==> src/hw/ldfs_pkg.sv <==
// Package: constants and carrier types for the LED dimming fault supervisor
package ldfs_pkg;
    localparam int CLK_HZ = 125000000;
    localparam int NUM_CH = 8;
    // Soft-start step period
    localparam int SS_STEP_MS = 2;
    localparam int SS_STEP_CYC = (CLK_HZ / 1000) * SS_STEP_MS;
    localparam int SS_STEPS = 8;
    localparam logic [3:0] SS_LEVEL_RST = 4'h1;
    localparam logic [3:0] SS_LEVEL_FULL = 4'h9;
    // Fault time-out in dimming cycles
    localparam logic [2:0] FAULT_TO_CYC = 3'h6;
    localparam logic [3:0] MAX_SHORT_OFF = 4'h3;
    // Dimming rate window: 100 Hz .. 30 kHz
    localparam int PWM_MIN_HZ = 100;
    localparam int PWM_MAX_HZ = 30000;
    localparam int PWM_MAX_PER_CYC = CLK_HZ / PWM_MIN_HZ;
    // Register map
    localparam logic [3:0] REG_CTRL = 4'h0;
    localparam logic [3:0] REG_STATUS = 4'h4;
    localparam logic [3:0] REG_GOOD = 4'h8;
    localparam logic [3:0] REG_OFF = 4'hc;
    localparam int CTRL_LED_EN_BIT = 0;
    localparam logic [31:0] CTRL_RST = 32'h0000_0001;

    // Analog indications per channel, already synchronised
    typedef struct packed {
        logic [NUM_CH-1:0] at_target;
        logic [NUM_CH-1:0] below_target;
        logic [NUM_CH-1:0] over_short;
    } ldfs_chan_s;

    typedef enum logic [1:0] {
        LDFS_CH_IDLE = 2'b00,
        LDFS_CH_GOOD = 2'b01,
        LDFS_CH_OPEN = 2'b10,
        LDFS_CH_OFF = 2'b11
    } ldfs_ch_e;
endpackage

==> src/hw/ldfs_top.sv <==
// Digital supervision of an eight-channel LED backlight driver
//
// Implementation choices: the Wishbone slave port and the register offsets.
`timescale 1ns/1ps
module ldfs_top
    import ldfs_pkg::*;
#(
    parameter int STEP_CYC = SS_STEP_CYC
)
(
    input wire logic clk_sys_i,
    input wire logic rst_n_i,
    // Pins from outside the clock domain
    input wire logic pwm_dim_i,
    input wire logic enable_i,
    input wire logic input_undervoltage_reset_i,
    input wire logic output_overvoltage_limit_i,
    input wire logic temp_lower_i,
    input wire logic temp_upper_i,
    input wire logic [NUM_CH-1:0] chan_at_target_i,
    input wire logic [NUM_CH-1:0] chan_below_target_i,
    input wire logic [NUM_CH-1:0] channel_short_detect_i,
    // Wishbone classic slave
    input wire logic wb_cyc_i,
    input wire logic wb_stb_i,
    input wire logic wb_we_i,
    input wire logic [3:0] wb_adr_i,
    input wire logic [3:0] wb_sel_i,
    input wire logic [31:0] wb_dat_i,
    output logic [31:0] wb_dat_o,
    output logic wb_ack_o,
    // To analog side
    output logic [NUM_CH-1:0] sink_on_o,
    output logic [3:0] boost_limit_o,
    output logic boost_run_o
);
    // Three-stage synchronisers; a change counts when stages two and three agree
    localparam int NSYNC = 6 + 3 * NUM_CH;
    logic [NSYNC-1:0] s1_q;
    logic [NSYNC-1:0] s2_q;
    logic [NSYNC-1:0] s3_q;
    logic [NSYNC-1:0] filt_q;
    logic [NSYNC-1:0] raw;
    assign raw = {pwm_dim_i, enable_i, input_undervoltage_reset_i,
                  output_overvoltage_limit_i, temp_lower_i, temp_upper_i,
                  chan_at_target_i, chan_below_target_i, channel_short_detect_i};

    always_ff @(posedge clk_sys_i)
    begin
        if (!rst_n_i)
        begin
            s1_q <= '0;
            s2_q <= '0;
            s3_q <= '0;
            filt_q <= '0;
        end
        else
        begin
            s1_q <= raw;
            s2_q <= s1_q;
            s3_q <= s2_q;
            // Agreement filter reads stages two and three only
            filt_q <= (~(s2_q ^ s3_q) & s3_q) | ((s2_q ^ s3_q) & filt_q);
        end
    end

    logic pwm_s, en_s, uv_s, ovp_s, tlo_s, thi_s;
    ldfs_chan_s ch_s;
    assign {pwm_s, en_s, uv_s, ovp_s, tlo_s, thi_s} = filt_q[NSYNC-1 -: 6];
    assign ch_s = filt_q[3*NUM_CH-1:0];

    // Clear of channel states and all-off flag, stop of run: enable low or undervoltage
    logic wipe;
    assign wipe = !en_s || uv_s;

    // Software control and thermal latch
    logic [31:0] ctrl_q;
    logic therm_off_q;
    logic led_en;
    assign led_en = ctrl_q[CTRL_LED_EN_BIT];

    // Bus slave: one wait state, ack next cycle; dead while enable low
    logic bus_req;
    assign bus_req = wb_cyc_i && wb_stb_i && !wb_ack_o && en_s;

    always_ff @(posedge clk_sys_i)
    begin
        if (!rst_n_i || uv_s)
            ctrl_q <= CTRL_RST;
        else if (bus_req && wb_we_i && wb_adr_i == REG_CTRL && wb_sel_i[0])
            ctrl_q[7:0] <= wb_dat_i[7:0];
    end

    // Upper thermal limit latches until power is cycled
    always_ff @(posedge clk_sys_i)
    begin
        if (!rst_n_i)
            therm_off_q <= 1'b0;
        else if (thi_s)
            therm_off_q <= 1'b1;
    end

    // Undervoltage lock: stays set until the enable pin is seen low, so
    // recovery of the input alone never restarts the boost
    logic uv_lock_q;
    always_ff @(posedge clk_sys_i)
    begin
        if (!rst_n_i)
            uv_lock_q <= 1'b0;
        else if (uv_s)
            uv_lock_q <= 1'b1;
        else if (!en_s)
            uv_lock_q <= 1'b0;
    end

    // Dimming edges give the time-out its clock
    logic pwm_d1_q;
    logic pwm_rise;
    always_ff @(posedge clk_sys_i)
    begin
        if (!rst_n_i)
            pwm_d1_q <= 1'b0;
        else
            pwm_d1_q <= pwm_s;
    end
    assign pwm_rise = pwm_s && !pwm_d1_q;

    logic run;
    assign run = !wipe && led_en && !therm_off_q && !uv_lock_q;

    // Soft-start stepping of the boost current limit
    logic [31:0] ss_cnt_q;
    logic [3:0] ss_lvl_q;
    logic conducted_q;
    logic [NUM_CH-1:0] sink_q;
    logic stable;
    assign stable = (ss_lvl_q == SS_LEVEL_FULL);

    always_ff @(posedge clk_sys_i)
    begin
        if (!rst_n_i || !run)
        begin
            ss_cnt_q <= '0;
            ss_lvl_q <= SS_LEVEL_RST;
            conducted_q <= 1'b0;
        end
        else if (ss_lvl_q != SS_LEVEL_FULL)
        begin
            if (|(sink_q & ch_s.at_target))
                conducted_q <= 1'b1;
            if (ss_cnt_q >= STEP_CYC - 1)
            begin
                // Step held until a channel has conducted
                if (conducted_q)
                begin
                    ss_lvl_q <= ss_lvl_q + 4'h1;
                    ss_cnt_q <= '0;
                    conducted_q <= 1'b0;
                end
            end
            else
                ss_cnt_q <= ss_cnt_q + 32'h1;
        end
    end

    // Per-channel classification and time-out
    ldfs_ch_e st_q [NUM_CH];
    logic [2:0] to_q [NUM_CH];
    logic [NUM_CH-1:0] off_vec;
    logic [NUM_CH-1:0] short_hit;
    logic [3:0] off_cnt;
    logic all_off_q;

    always_comb
    begin
        off_cnt = '0;
        for (int i = 0; i < NUM_CH; i++)
        begin
            off_vec[i] = (st_q[i] == LDFS_CH_OFF);
            off_cnt = off_cnt + {3'h0, off_vec[i]};
            short_hit[i] = run && stable && !off_vec[i] && ch_s.over_short[i];
        end
    end

    // Short while at least three channels are already off turns off every sink and the boost run
    always_ff @(posedge clk_sys_i)
    begin
        if (!rst_n_i || wipe)
            all_off_q <= 1'b0;
        else if (|short_hit && off_cnt >= MAX_SHORT_OFF)
            all_off_q <= 1'b1;
    end

    genvar g;
    generate
        for (g = 0; g < NUM_CH; g++)
        begin : g_ch
            always_ff @(posedge clk_sys_i)
            begin
                if (!rst_n_i || wipe)
                begin
                    st_q[g] <= LDFS_CH_IDLE;
                    to_q[g] <= '0;
                end
                else if (short_hit[g])
                    st_q[g] <= LDFS_CH_OFF;
                else
                begin
                    case (st_q[g])
                        LDFS_CH_IDLE:
                        begin
                            if (ch_s.at_target[g])
                                st_q[g] <= LDFS_CH_GOOD;
                            else if (stable && (ovp_s || (tlo_s && ch_s.below_target[g])))
                                st_q[g] <= LDFS_CH_OPEN;
                            to_q[g] <= '0;
                        end
                        LDFS_CH_GOOD:
                        begin
                            if (stable && ch_s.below_target[g] && sink_q[g])
                                st_q[g] <= LDFS_CH_OPEN;
                            to_q[g] <= '0;
                        end
                        LDFS_CH_OPEN:
                        begin
                            // Recovery before the time-out hides transients
                            if (ch_s.at_target[g])
                            begin
                                st_q[g] <= LDFS_CH_GOOD;
                                to_q[g] <= '0;
                            end
                            else if (pwm_rise)
                            begin
                                if (to_q[g] == FAULT_TO_CYC - 3'h1)
                                    st_q[g] <= LDFS_CH_OFF;
                                else
                                    to_q[g] <= to_q[g] + 3'h1;
                            end
                        end
                        LDFS_CH_OFF: st_q[g] <= LDFS_CH_OFF;
                        default: st_q[g] <= LDFS_CH_IDLE;
                    endcase
                end
            end
        end
    endgenerate

    // Outputs to the analog side
    always_ff @(posedge clk_sys_i)
    begin
        if (!rst_n_i)
        begin
            sink_q <= '0;
            boost_limit_o <= '0;
            boost_run_o <= 1'b0;
        end
        else
        begin
            sink_q <= (run && !all_off_q) ? ({NUM_CH{pwm_s}} & ~off_vec) : '0;
            boost_limit_o <= run ? ss_lvl_q : 4'h0;
            boost_run_o <= run && !all_off_q;
        end
    end
    assign sink_on_o = sink_q;

    // Register read path and ack
    logic [31:0] rd_d;
    always_comb
    begin
        rd_d = '0;
        for (int i = 0; i < NUM_CH; i++)
        begin
            if (wb_adr_i == REG_GOOD)
                rd_d[i] = (st_q[i] == LDFS_CH_GOOD);
            if (wb_adr_i == REG_OFF)
                rd_d[i] = off_vec[i];
        end
        if (wb_adr_i == REG_CTRL)
            rd_d = {24'h0, ctrl_q[7:0]};
        if (wb_adr_i == REG_STATUS)
            rd_d = {20'h0, ss_lvl_q, 3'h0, all_off_q, therm_off_q, tlo_s, ovp_s, stable};
    end

    always_ff @(posedge clk_sys_i)
    begin
        if (!rst_n_i)
        begin
            wb_ack_o <= 1'b0;
            wb_dat_o <= '0;
        end
        else
        begin
            wb_ack_o <= bus_req;
            wb_dat_o <= (bus_req && !wb_we_i) ? rd_d : 32'h0;
        end
    end
endmodule

==> config.mk <==
export PLATFORM = sky130hd
export DESIGN_NAME = ldfs_top
export DESIGN_NICKNAME = d
export VERILOG_FILES = /design/src/hw/ldfs_pkg.sv /design/src/hw/ldfs_top.sv
export SDC_FILE = /design/constraint.sdc
export NUM_CORES = 1
export LEC_CHECK = 0
export BUFFER_PORTS_ARGS = -buffer_cell sky130_fd_sc_hd__buf_4
export CORE_ASPECT_RATIO = 1.75
export CORE_MARGIN = 8
export CORE_UTILIZATION = 62
export CTS_CLUSTER_SIZE = 24
export DETAILED_ROUTE_END_ITERATION = 10
export PLACE_DENSITY = 0.85
export SKIP_LAST_GASP = 1
export SYNTH_ARGS = -nofsm -noshare
export SYNTH_HDL_FRONTEND = slang
export SYNTH_SLANG_ARGS = --single-unit
==> constraint.sdc <==
create_clock -name clk_sys_i -period 8.57 [get_ports clk_sys_i]
set_input_delay 0.857 -clock clk_sys_i [delete_from_list [all_inputs] [get_ports clk_sys_i]]
set_output_delay 0.857 -clock clk_sys_i [all_outputs]
set_load 0.03 [all_outputs]
# ---- Word level (Yosys, flattened, before mapping)
# Memory sizes are Yosys's and may differ from the RTL's.
# Index checks and enable logic that the tools add are counted.
dict set report word_totals {
  reg_bits 215
  ramBits 40
  input_bits 75
  output_inout_bits 46
  elab_cells 792
  n_memories 2
}
dict set report classes {
  addsub 17
  magnitude_cmp 2
  eq_ne 39
  n_mux 507
  bitwise 98
  reduce_logical 109
}
# name words width read_ports rd_clocked_by_memory_dff write_ports line
set memory_table {}
lappend memory_table {to_q 8 3 8 0 8 ldfs_top.sv:168} ;# logic [2:0] to_q [NUM_CH];
lappend memory_table {st_q 8 2 8 0 8 ldfs_top.sv:167} ;# ldfs_ch_e st_q [NUM_CH];
# cell count
set ops {}
lappend ops {{2-to-1 mux 1 bit} 415}
lappend ops {{2-to-1 mux 2 bit} 56}
lappend ops {{2-to-1 mux 3 bit} 32}
lappend ops {{bitwise OR 1 bit} 88}
lappend ops {{2-to-1 mux 32 bit} 2}
lappend ops {{logical AND 1 bit} 62}
lappend ops {{bitwise AND 30 bit} 2}
lappend ops {{adder 32 x 1 -> 32 bit, second input constant} 1}
lappend ops {{equality test 2 bit, second input constant} 16}
lappend ops {{>= comparator 32 x 18 -> 1 bit, second input constant} 1}
lappend ops {{inverter 30 bit} 1}
lappend ops {{bitwise OR 30 bit} 1}
lappend ops {{XOR 30 bit} 1}
lappend ops {{adder 3 x 1 -> 3 bit, second input constant} 8}
lappend ops {{equality test 3 bit, second input constant} 8}
lappend ops {{logical NOT 1 bit} 18}
lappend ops {{adder 4 x 1 -> 4 bit} 4}
lappend ops {{bitwise AND 8 bit} 2}
lappend ops {{equality test 2 x 1 -> 1 bit, second input constant} 8}
lappend ops {{logical NOT 2 bit} 8}
lappend ops {{OR reduction 8 bit} 2}
lappend ops {{equality test 4 bit, second input constant} 3}
lappend ops {{logical OR 1 bit} 12}
lappend ops {{2-to-1 mux 12 bit} 1}
lappend ops {{15 further kinds} 20}

# ---- Depth between registers and ports, before layout
# Gate-level depths: netlist (run 1).
dict set report depth {
  word_depth 19
  mapped_depth 16
  ltp_nobuf 15
}

# ---- Worst setup path before layout (run 1)
# No wires, ideal clock.
dict set report synth_path {
  path_type {reg2reg}
  start {memory st_q[0][6] in the netlist's numbering}
  end {register all_off_q}
  setup_time_ns 0.128
  arrival_time_ns 3.358
  required_ns 8.442
  setup_slack_ns 5.084
  stages_incl_launch_ff 17
  n_path_buf 1
  synth_period_minus_slack_ns 3.486
  path_cell_list {edfxtp_1 clkbuf_1 nand2_1 inv_1 fa_1 inv_1 fa_1 fa_1 inv_1 ha_1 inv_1 fa_1 a211oi_1 mux2_2 o21ai_0 a31oi_1 nor2_1}
}
# element line
set synth_rtl {}
lappend synth_rtl {{from (decl)} ldfs_top.sv:167}
lappend synth_rtl {{to (signal assigned)} ldfs_top.sv:189} ;# all_off_q <= 1'b0;
lappend synth_rtl {{to (signal assigned)} ldfs_top.sv:191} ;# all_off_q <= 1'b1;
lappend synth_rtl {{to (decl)} ldfs_top.sv:172} ;# logic all_off_q;

==> key figures, run 1 <==
Place
  • Post-DP HPWL: 15100 um
  • Placed Area: 10100 um2
  • Dpl cells: 1200
  • Port bufs: 73
  • Pre-CTS setup slack: 4.82 ns
  • Placer congestion estimate: 0.965

Floorplan
  • Io pins: 121
  • Die footprint: 19800 um2
  • Std-Cell Rows: 60
  • Initial Util: 62.9%
  • DIE WIDTH: 110 um
  • Die height: 180 um
  • Core Box Area: 15200 um2

CTS
  • Cts hold-fix bufs: 0
  • Clock-pin transition on the worst setup and hold timing paths: 0.07 ns
  • Skew-Pair Late Insertion Delay: 0.50 ns
  • CTS resizes: 0
  • CTS Buffer Depth: 3
  • Clock sink total: 235
  • CTS root buffer: clkbuf_16
  • Post-CTS Setup Inserts: 0
  • H-tree Lvls: 1
  • CTS Buf Count: 21
  • CTS tree: built

Pwr
  • Leakage: 4.19 nW
  • Max IR drop VDD: 0.191 mV
  • PwrDens: 198 nW/um2
  • Pwr Total: 2.15 mW

STA
  • Skew final: 0.0125 ns
  • Final worst path period share: 44.2%
  • Slew @ Worst Pin: 0.852 ns
  • Setup TNS: 0 ns
  • RSZ-0062 raised after global routing: false
  • FMAX: 0.264 GHz
  • Max-slew violation count: 0
  • Final setup violation count: 0
  • Relative slew slack: 43.2%
  • Final hold vios: 0
  • Fin crit period: 3.79 ns
  • Worst setup margin: 4.78 ns

Logic synthesis
  • Post-synthesis compound-gate area fraction: 13.6%
  • Post-Synth Adder-Cell Area: 3.71%
  • Xor/xnor share of the synthesized area: 2.19%
  • Sequential area share after synthesis: 53.3%
  • Post-synthesis cell area: 9580 um2
  • Synth cell types: 61
  • Area contributors post-synth: dfxtp_1 41%, edfxtp_1 13%, and2_1 7.0%, nor2_1 3.9%, nand2_1 3.3%
  • Yosys top cell area share: 40.7%
  • Largest family of logic cells by synthesized area: simple AND/OR/NAND/NOR gates
  • Asr flop ratio synth: 0%
  • Post-Syn Instances: 980
  • Top_reg_cell synth: dfxtp_1
  • Mapped Avg Cell Area: 9.78 um2
  • Synth warn: 0
  • Mux share of post-synthesis cell area: 1.41%
  • Post-Synth Simple-Gate Area: 21.4%
  • Cell taking the most area after synthesis: dfxtp_1
  • Post-synth EDFFs: 40
  • Post-synthesis register bit count: 235

GRT
  • Largest net degree at the start of global routing: 129
  • Initial antenna violation count: 0
  • Grt ovf: 0
  • Tot GR Track Use: 21.2%
  • Vias in the first global route: 7172
  • Global-route wire length before repair: 33700 um

Routing
  • Total wire length: 21100 um
  • Wire length per cell: 17.0 um
  • Initial DRC Count: 475
  • Routed vias: 7238
  • DR vias/cell: 5.85
  • Post-route antenna net violation count: 0
  • First-pass DRT Iterations: 5
  • DRC errors left: 0

Layout
  • Final cell count without fillers: 1238
  • Ant. Diodes: 0
  • Commonest non-fill, non-tap cell in the layout: dfxtp_1
  • Area Overhead vs Synth: 13.1%
  • Final nets: 1138
  • Design Area, Final: 10800 um2
  • Layout cells sized above 1: 11.5%
  • Commonest cells after routing, fill and taps aside: 195 x dfxtp_1, 107 x and2_1, 99 x nor2_1

Outcome
  • Status: complete, no violations

Setup path
  • CP Launch Type: register
  • Worst Setup SP: st_q[0][6]$_SDFFCE_PP1P_
  • Worst Setup End Kind: register
  • Setup CP Type: reg -> reg
  • Worst Path Arrival: 4.18 ns
  • Flop-to-flop setup slack: 4.78 ns
  • Worst r2r src: st_q[0][6]$_SDFFCE_PP1P_
  • Worst Path Required: 8.96 ns
  • CP max FO: 11

Job
  • Maxcap violations: 0

Hold path
  • Worst Hold Class: reg -> reg
  • Hold Path Origin: s1_q[29]$_SDFF_PN0_
==> final timing paths <==
kind,endpoint,cells after the start
min reg2reg,s2_q[29]$_SDFF_PN0_,1
max reg2reg,all_off_q$_SDFFE_PN0P_,15
max,all_off_q$_SDFFE_PN0P_,15
min,s2_q[29]$_SDFF_PN0_,1
==> kinds of logic (layout without fill, tap and decap cells) <==
kind of cell / count (synthesis) / in the layout
AO/OA/AOI/OAI: 197 / 197
multiplexers: 12 / 12
other: 1 / 20
buffers and inverters: 87 / 140
flip-flops: 235 / 235
adder cells (fa/ha/maj): 26 / 26
XOR/XNOR: 24 / 24
AND/OR/NAND/NOR: 398 / 398
==> through the flow <==
stage | hold slack [ns] | util [%]
5_1_grt | 0.442 | 71.1
2_1_floorplan | 0.412 | -
3_5_place_dp | 0.419 | 66.6
6_report | 0.432 | 71.1
4_1_cts | 0.436 | 71.1
3_3_place_gp | 0.414 | 66.6
==> cell usage after synthesis (all sizes together) (12+ instances only) <==
cell    number
nor2       100
nand3       22
xor2        13
edfxtp      40
inv         25
a31oi       18
buf         27
clkbuf      35
dfxtp      195
o21ai       57
nand4       20
a21oi       26
and2       107
nand2       84
a22oi       12
nand2b      17
a21boi      31
ha          22
==> critical path, cell delays in order, from the launching register on <==
cell and delay, ns:
edfxtp_1 0.59, nand2_1 0.17, inv_1 0.11, fa_1 0.54
inv_1 0.05, fa_1 0.49, fa_1 0.42, inv_1 0.07
ha_1 0.17, inv_1 0.06, fa_1 0.38, a211oi_1 0.18
mux2_2 0.18, o21ai_0 0.07, a31oi_1 0.17, nor2_1 0.05
==> routing by layer <==
metal	track usage, %	part of all wire, %	vias to the layer above	wire, um
met5	0	0	-	0
li1	-	-	3483	-
met1	21.1	36	3404	7590
met4	13.5	6.3	0	1330
met3	3.51	5.1	85	1070
met2	38.3	53	266	11100
==> power by group <==
| group | internal (mW) | total, mW | leakage, nW | switching [mW] |
|---|---|---|---|---|
| combinational | 0.0264 | 0.0572 | 1.76 | 0.0308 |
| clock | 0.550 | 0.946 | 0.348 | 0.396 |
| sequential | 1.14 | 1.14 | 2.08 | 0.00766 |
| total | 1.71 | 2.15 | 4.19 | 0.434 |
==> layout make-up <==
class	count	area, um2
Multi-Input combinational cell	677	4130
Tap cell	186	233
Fill cell	1126	4400
Sequential cell	235	5100
Clock buffer	28	593
Clock inverter	10	106
Timing Repair Buffer	77	578
Inverter	25	93.8
Power figures use the tool's default switching activity.
==> run 2: changes to the inputs <==
--- a/config.mk
+++ b/config.mk
@@ -5,13 +5,14 @@
 export SDC_FILE = /design/constraint.sdc
 export NUM_CORES = 1
 export LEC_CHECK = 0
+export ABC_AREA = 1
 export BUFFER_PORTS_ARGS = -buffer_cell sky130_fd_sc_hd__buf_4
 export CORE_ASPECT_RATIO = 1.75
 export CORE_MARGIN = 8
-export CORE_UTILIZATION = 62
+export CORE_UTILIZATION = 58
 export CTS_CLUSTER_SIZE = 24
 export DETAILED_ROUTE_END_ITERATION = 10
-export PLACE_DENSITY = 0.85
+export PLACE_DENSITY = 0.8
 export SKIP_LAST_GASP = 1
 export SYNTH_ARGS = -nofsm -noshare
 export SYNTH_HDL_FRONTEND = slang
==> constraint.sdc (replaced) <==
create_clock -name clk_sys_i -period 3.65 [get_ports clk_sys_i]
set_input_delay 0.365 -clock clk_sys_i [delete_from_list [all_inputs] [get_ports clk_sys_i]]
set_output_delay 0.365 -clock clk_sys_i [all_outputs]
set_load 0.03 [all_outputs]
==> run 2 against run 1 <==
Count of clock-buffer cells in the layout up 1; die area up 9.5%; clock power up 140%; register-to-register slack worse by 4.6 ns; via count up 9.8%; design area up 4.1%; global-route usage down 2.4 points; sequential share of layout area down 1.8 points.
==> key figures, run 2 <==
Layout
  • Layout cells sized above 1: 11.6% (was 11.5%)
  • Area Overhead vs Synth: 13.5% (was 13.1%)
  • Final nets: 1393 (was 1138)
  • Design Area, Final: 11300 um2 (was 10800 um2)
  • Fill count: 1427 (was 1126)
  • Multi-input combinational cell area: 3900 um2 (was 4130 um2)
  • Commonest non-fill, non-tap cell in the layout: nand2_1 (was dfxtp_1)
  • Register area: 5100 um2 (unchanged)
  • Commonest cells after routing, fill and taps aside: 228 x nand2_1, 195 x dfxtp_1, 179 x inv_1 (was 195 x dfxtp_1, 107 x and2_1, 99 x nor2_1)
  • Ant. Diodes: 0 (unchanged)

Floorplan
  • Die height: 189 um (was 180 um)
  • Std-Cell Rows: 63 (was 60)
  • Io pins: 121 (unchanged)
  • Die footprint: 21700 um2 (was 19800 um2)
  • Initial Util: 58.9% (was 62.9%)
  • DIE WIDTH: 115 um (was 110 um)
  • Core Box Area: 16900 um2 (was 15200 um2)

Pwr
  • Max IR drop VDD: 0.344 mV (was 0.191 mV)
  • PwrDens: 449 nW/um2 (was 198 nW/um2)
  • Leakage: 5.24 nW (was 4.19 nW)

Logic synthesis
  • Most frequent cells after synthesis: 228 x nand2_1, 195 x dfxtp_1, 179 x inv_1, 167 x nor2_1, 73 x nand3_1 (was 195 x dfxtp_1, 107 x and2_1, 99 x nor2_1, 84 x nand2_1, 56 x o21ai_0)
  • Post-synthesis register bit count: 235 (unchanged)
  • Synth warn: 0 (unchanged)
  • Post-Syn Instances: 1222 (was 980)
  • Yosys top cell area share: 39.3% (was 40.7%)
  • Synth cell types: 49 (was 61)
  • Sequential area share after synthesis: 51.4% (was 53.3%)
  • Count leader, synth: nand2_1 (was dfxtp_1)
  • Top_reg_cell synth: dfxtp_1 (unchanged)
  • Area contributors post-synth: dfxtp_1 39%, edfxtp_1 12%, nand2_1 8.6%, inv_1 6.8%, nor2_1 6.3% (was dfxtp_1 41%, edfxtp_1 13%, and2_1 7.0%, nor2_1 3.9%, nand2_1 3.3%)
  • Cell taking the most area after synthesis: dfxtp_1 (unchanged)
  • Asr flop ratio synth: 0% (unchanged)
  • Post-synthesis cell area: 9940 um2 (was 9580 um2)
  • Post-synth EDFFs: 40 (unchanged)
  • Mapped Avg Cell Area: 8.13 um2 (was 9.78 um2)

CTS
  • Cts hold-fix bufs: 0 (unchanged)
  • H-tree Lvls: 1 (unchanged)
  • CTS Buffer Depth: 3 (unchanged)
  • CTS root buffer: clkbuf_16 (unchanged)
  • Post-CTS Setup Inserts: 0 (unchanged)
  • CTS tree: built (unchanged)
  • CTS Buf Count: 21 (unchanged)
  • CTS resizes: 0 (unchanged)
  • Clock-pin transition on the worst setup and hold timing paths: 0.07 ns (about the same)
  • Skew-Pair Late Insertion Delay: 0.50 ns (about the same)
  • Clock sink total: 235 (unchanged)

Setup path
  • CP Launch Type: register (unchanged)
  • Worst Setup SP: st_q[0][7]$_SDFFCE_PP1P_ (was st_q[0][6]$_SDFFCE_PP1P_)
  • Worst Setup End Kind: register (unchanged)
  • CP delay by family, top: adder cells (unchanged)
  • Largest stage delay on the critical path: 0.54 ns (was 0.59 ns)
  • Critical-path top delay cell: fa_1 (was edfxtp_1)
  • CP max FO: 4 (was 11)
  • Worst Path Arrival: 3.87 ns (was 4.18 ns)
  • Bufs and invs on worst path: 4 (unchanged)
  • Worst Path Required: 4.08 ns (was 8.96 ns)
  • Worst-path cell chain: nand2_1 -> inv_1 -> fa_1 -> inv_1 -> fa_1 -> fa_1 -> inv_1 -> ha_1 -> inv_1 -> fa_1 -> o221ai_1 -> nand2_1 -> a21oi_1 (was nand2_1 -> inv_1 -> fa_1 -> inv_1 -> fa_1 -> fa_1 -> inv_1 -> ha_1 -> inv_1 -> fa_1 -> a211oi_1 -> mux2_2 -> o21ai_0 -> a31oi_1 -> nor2_1)
  • Setup CP Type: reg -> reg (unchanged)
  • Worst r2r src: st_q[0][7]$_SDFFCE_PP1P_ (was st_q[0][6]$_SDFFCE_PP1P_)

Place
  • Placer congestion estimate: 0.900 (was 0.965)
  • Post-DP HPWL: 14900 um (was 15100 um)
  • Placed Area: 10600 um2 (was 10100 um2)
  • Port bufs: 73 (unchanged)

Routing
  • DR vias/cell: 5.19 (was 5.85)
  • Post-route antenna net violation count: 0 (unchanged)
  • First-pass DRT Iterations: 5 (unchanged)
  • Total wire length: 20500 um (was 21100 um)
  • Initial DRC Count: 552 (was 475)
  • Wire length per cell: 13.4 um (was 17.0 um)
  • DRC errors left: 0 (unchanged)
  • Routed vias: 7949 (was 7238)

GRT
  • Tot GR Track Use: 18.8% (was 21.2%)
  • Global-route wire length before repair: 33900 um (was 33700 um)
  • Grt ovf: 0 (unchanged)
  • Largest net degree at the start of global routing: 107 (was 129)
  • Vias in the first global route: 7685 (was 7172)
  • Initial antenna violation count: 0 (unchanged)

STA
  • Setup TNS: 0 ns (unchanged)
  • Final setup violation count: 0 (unchanged)
  • Fin crit period: 3.44 ns (was 3.79 ns)
  • FMAX: 0.291 GHz (was 0.264 GHz)
  • Relative slew slack: 28.9% (was 43.2%)
  • Final worst path period share: 94.3% (was 44.2%)
  • Max-slew violation count: 0 (unchanged)
  • Skew final: 0.00929 ns (was 0.0125 ns)
  • RSZ-0062 raised after global routing: false (unchanged)
  • Slew @ Worst Pin: 1.06 ns (was 0.852 ns)
  • Final hold vios: 0 (unchanged)

Job
  • Maxcap violations: 0 (unchanged)

Outcome
  • Status: complete, no violations (unchanged)

Hold path
  • Worst Hold Class: in -> reg (was reg -> reg)
  • Hold Path Origin: input_undervoltage_reset_i (was s1_q[29]$_SDFF_PN0_)
run 2: cell types whose count changed after synthesis, moves of 13 or more:
cell      before  now
a21boi_0      31    0
a21oi_1       24   70
a31oi_1       18    3
and2_1       107    0
clkbuf_1      34   17
inv_1         25  179
nand2_1       84  228
nand2b_1      17    0
nand3_1       22   73
nor2_1        99  167
nor3_1        10   23
run 2: logic make-up (layout without fill, tap and decap cells):
family,Yosys count,in the layout,share of synthesized area (%)
fa+ha+maj,26,26,3.58
compound gates,148,148,8.36
flops,235,235,51.4
xor+xnor,12,12,1.06
other cells,1,20,0.0377
simple gates,563,563,25.5
buf+inv,237,302,10.1
run 2: metrics by stage:
stage | total power [mW] | utilization (%) | worst slack, ns | hold slack (ns) | std cells
2_1_floorplan | 2.84 | - | 0.458 | 0.390 | 1241
3_3_place_gp | 2.88 | 62.7 | 0.332 | 0.393 | 1496
3_5_place_dp | 2.88 | 62.7 | 0.272 | 0.395 | 1496
4_1_cts | 5.11 | 66.9 | 0.238 | 0.0368 | 1533
5_1_grt | 5.22 | 66.9 | 0.0222 | 0.0454 | 1533
6_report | 5.07 | 66.9 | 0.208 | 0.0515 | 1533
run 2: layer usage:
| metal | global-route usage [%] | routed length (um) | share of wire [%] | vias up |
|---|---|---|---|---|
| met2 | 34.1 | 10500 | 51 | 255 |
| met4 | 10.5 | 1000 | 4.9 | 0 |
| met3 | 2.74 | 1020 | 5.0 | 78 |
| li1 | - | - | - | 4028 |
| met5 | 0 | 0 | 0 | - |
| met1 | 20.0 | 7910 | 39 | 3588 |
run 2: worst paths after layout:
path,to,cells after the start,slack [ns]
worst min-delay path,s1_q[27]$_SDFF_PN0_,3,0.05
worst min register to register,s2_q[1]$_SDFF_PN0_,2,0.41
worst max-delay path,all_off_q$_SDFFE_PN0P_,13,0.21
worst max register to register,all_off_q$_SDFFE_PN0P_,13,0.21
run 2: area by class of cell:
cell class	instances	share of cell area, %
repair buffers	76	5.06
multi-input cells	769	34.6
clock buffers	29	5.66
well taps	227	2.52
clock inverters	8	0.643
inverters	189	6.29
flip-flops and latches	235	45.2
run 2: worst reg2reg max path, delay by kind of cell (launching register included):
family	cells	cell delay, ns
adder cells (fa/ha/maj)	5	2.09
AND/OR/NAND/NOR	2	0.26
flip-flops	1	0.44
AO/OA/AOI/OAI	2	0.31
buffers and inverters	4	0.27
run 2: where the power goes:
part,total [mW],internal [mW],switching (mW)
clock network,2.24,1.30,0.939
logic,0.140,0.0539,0.0862
registers,2.68,2.67,0.0182
total,5.07,4.02,1.04
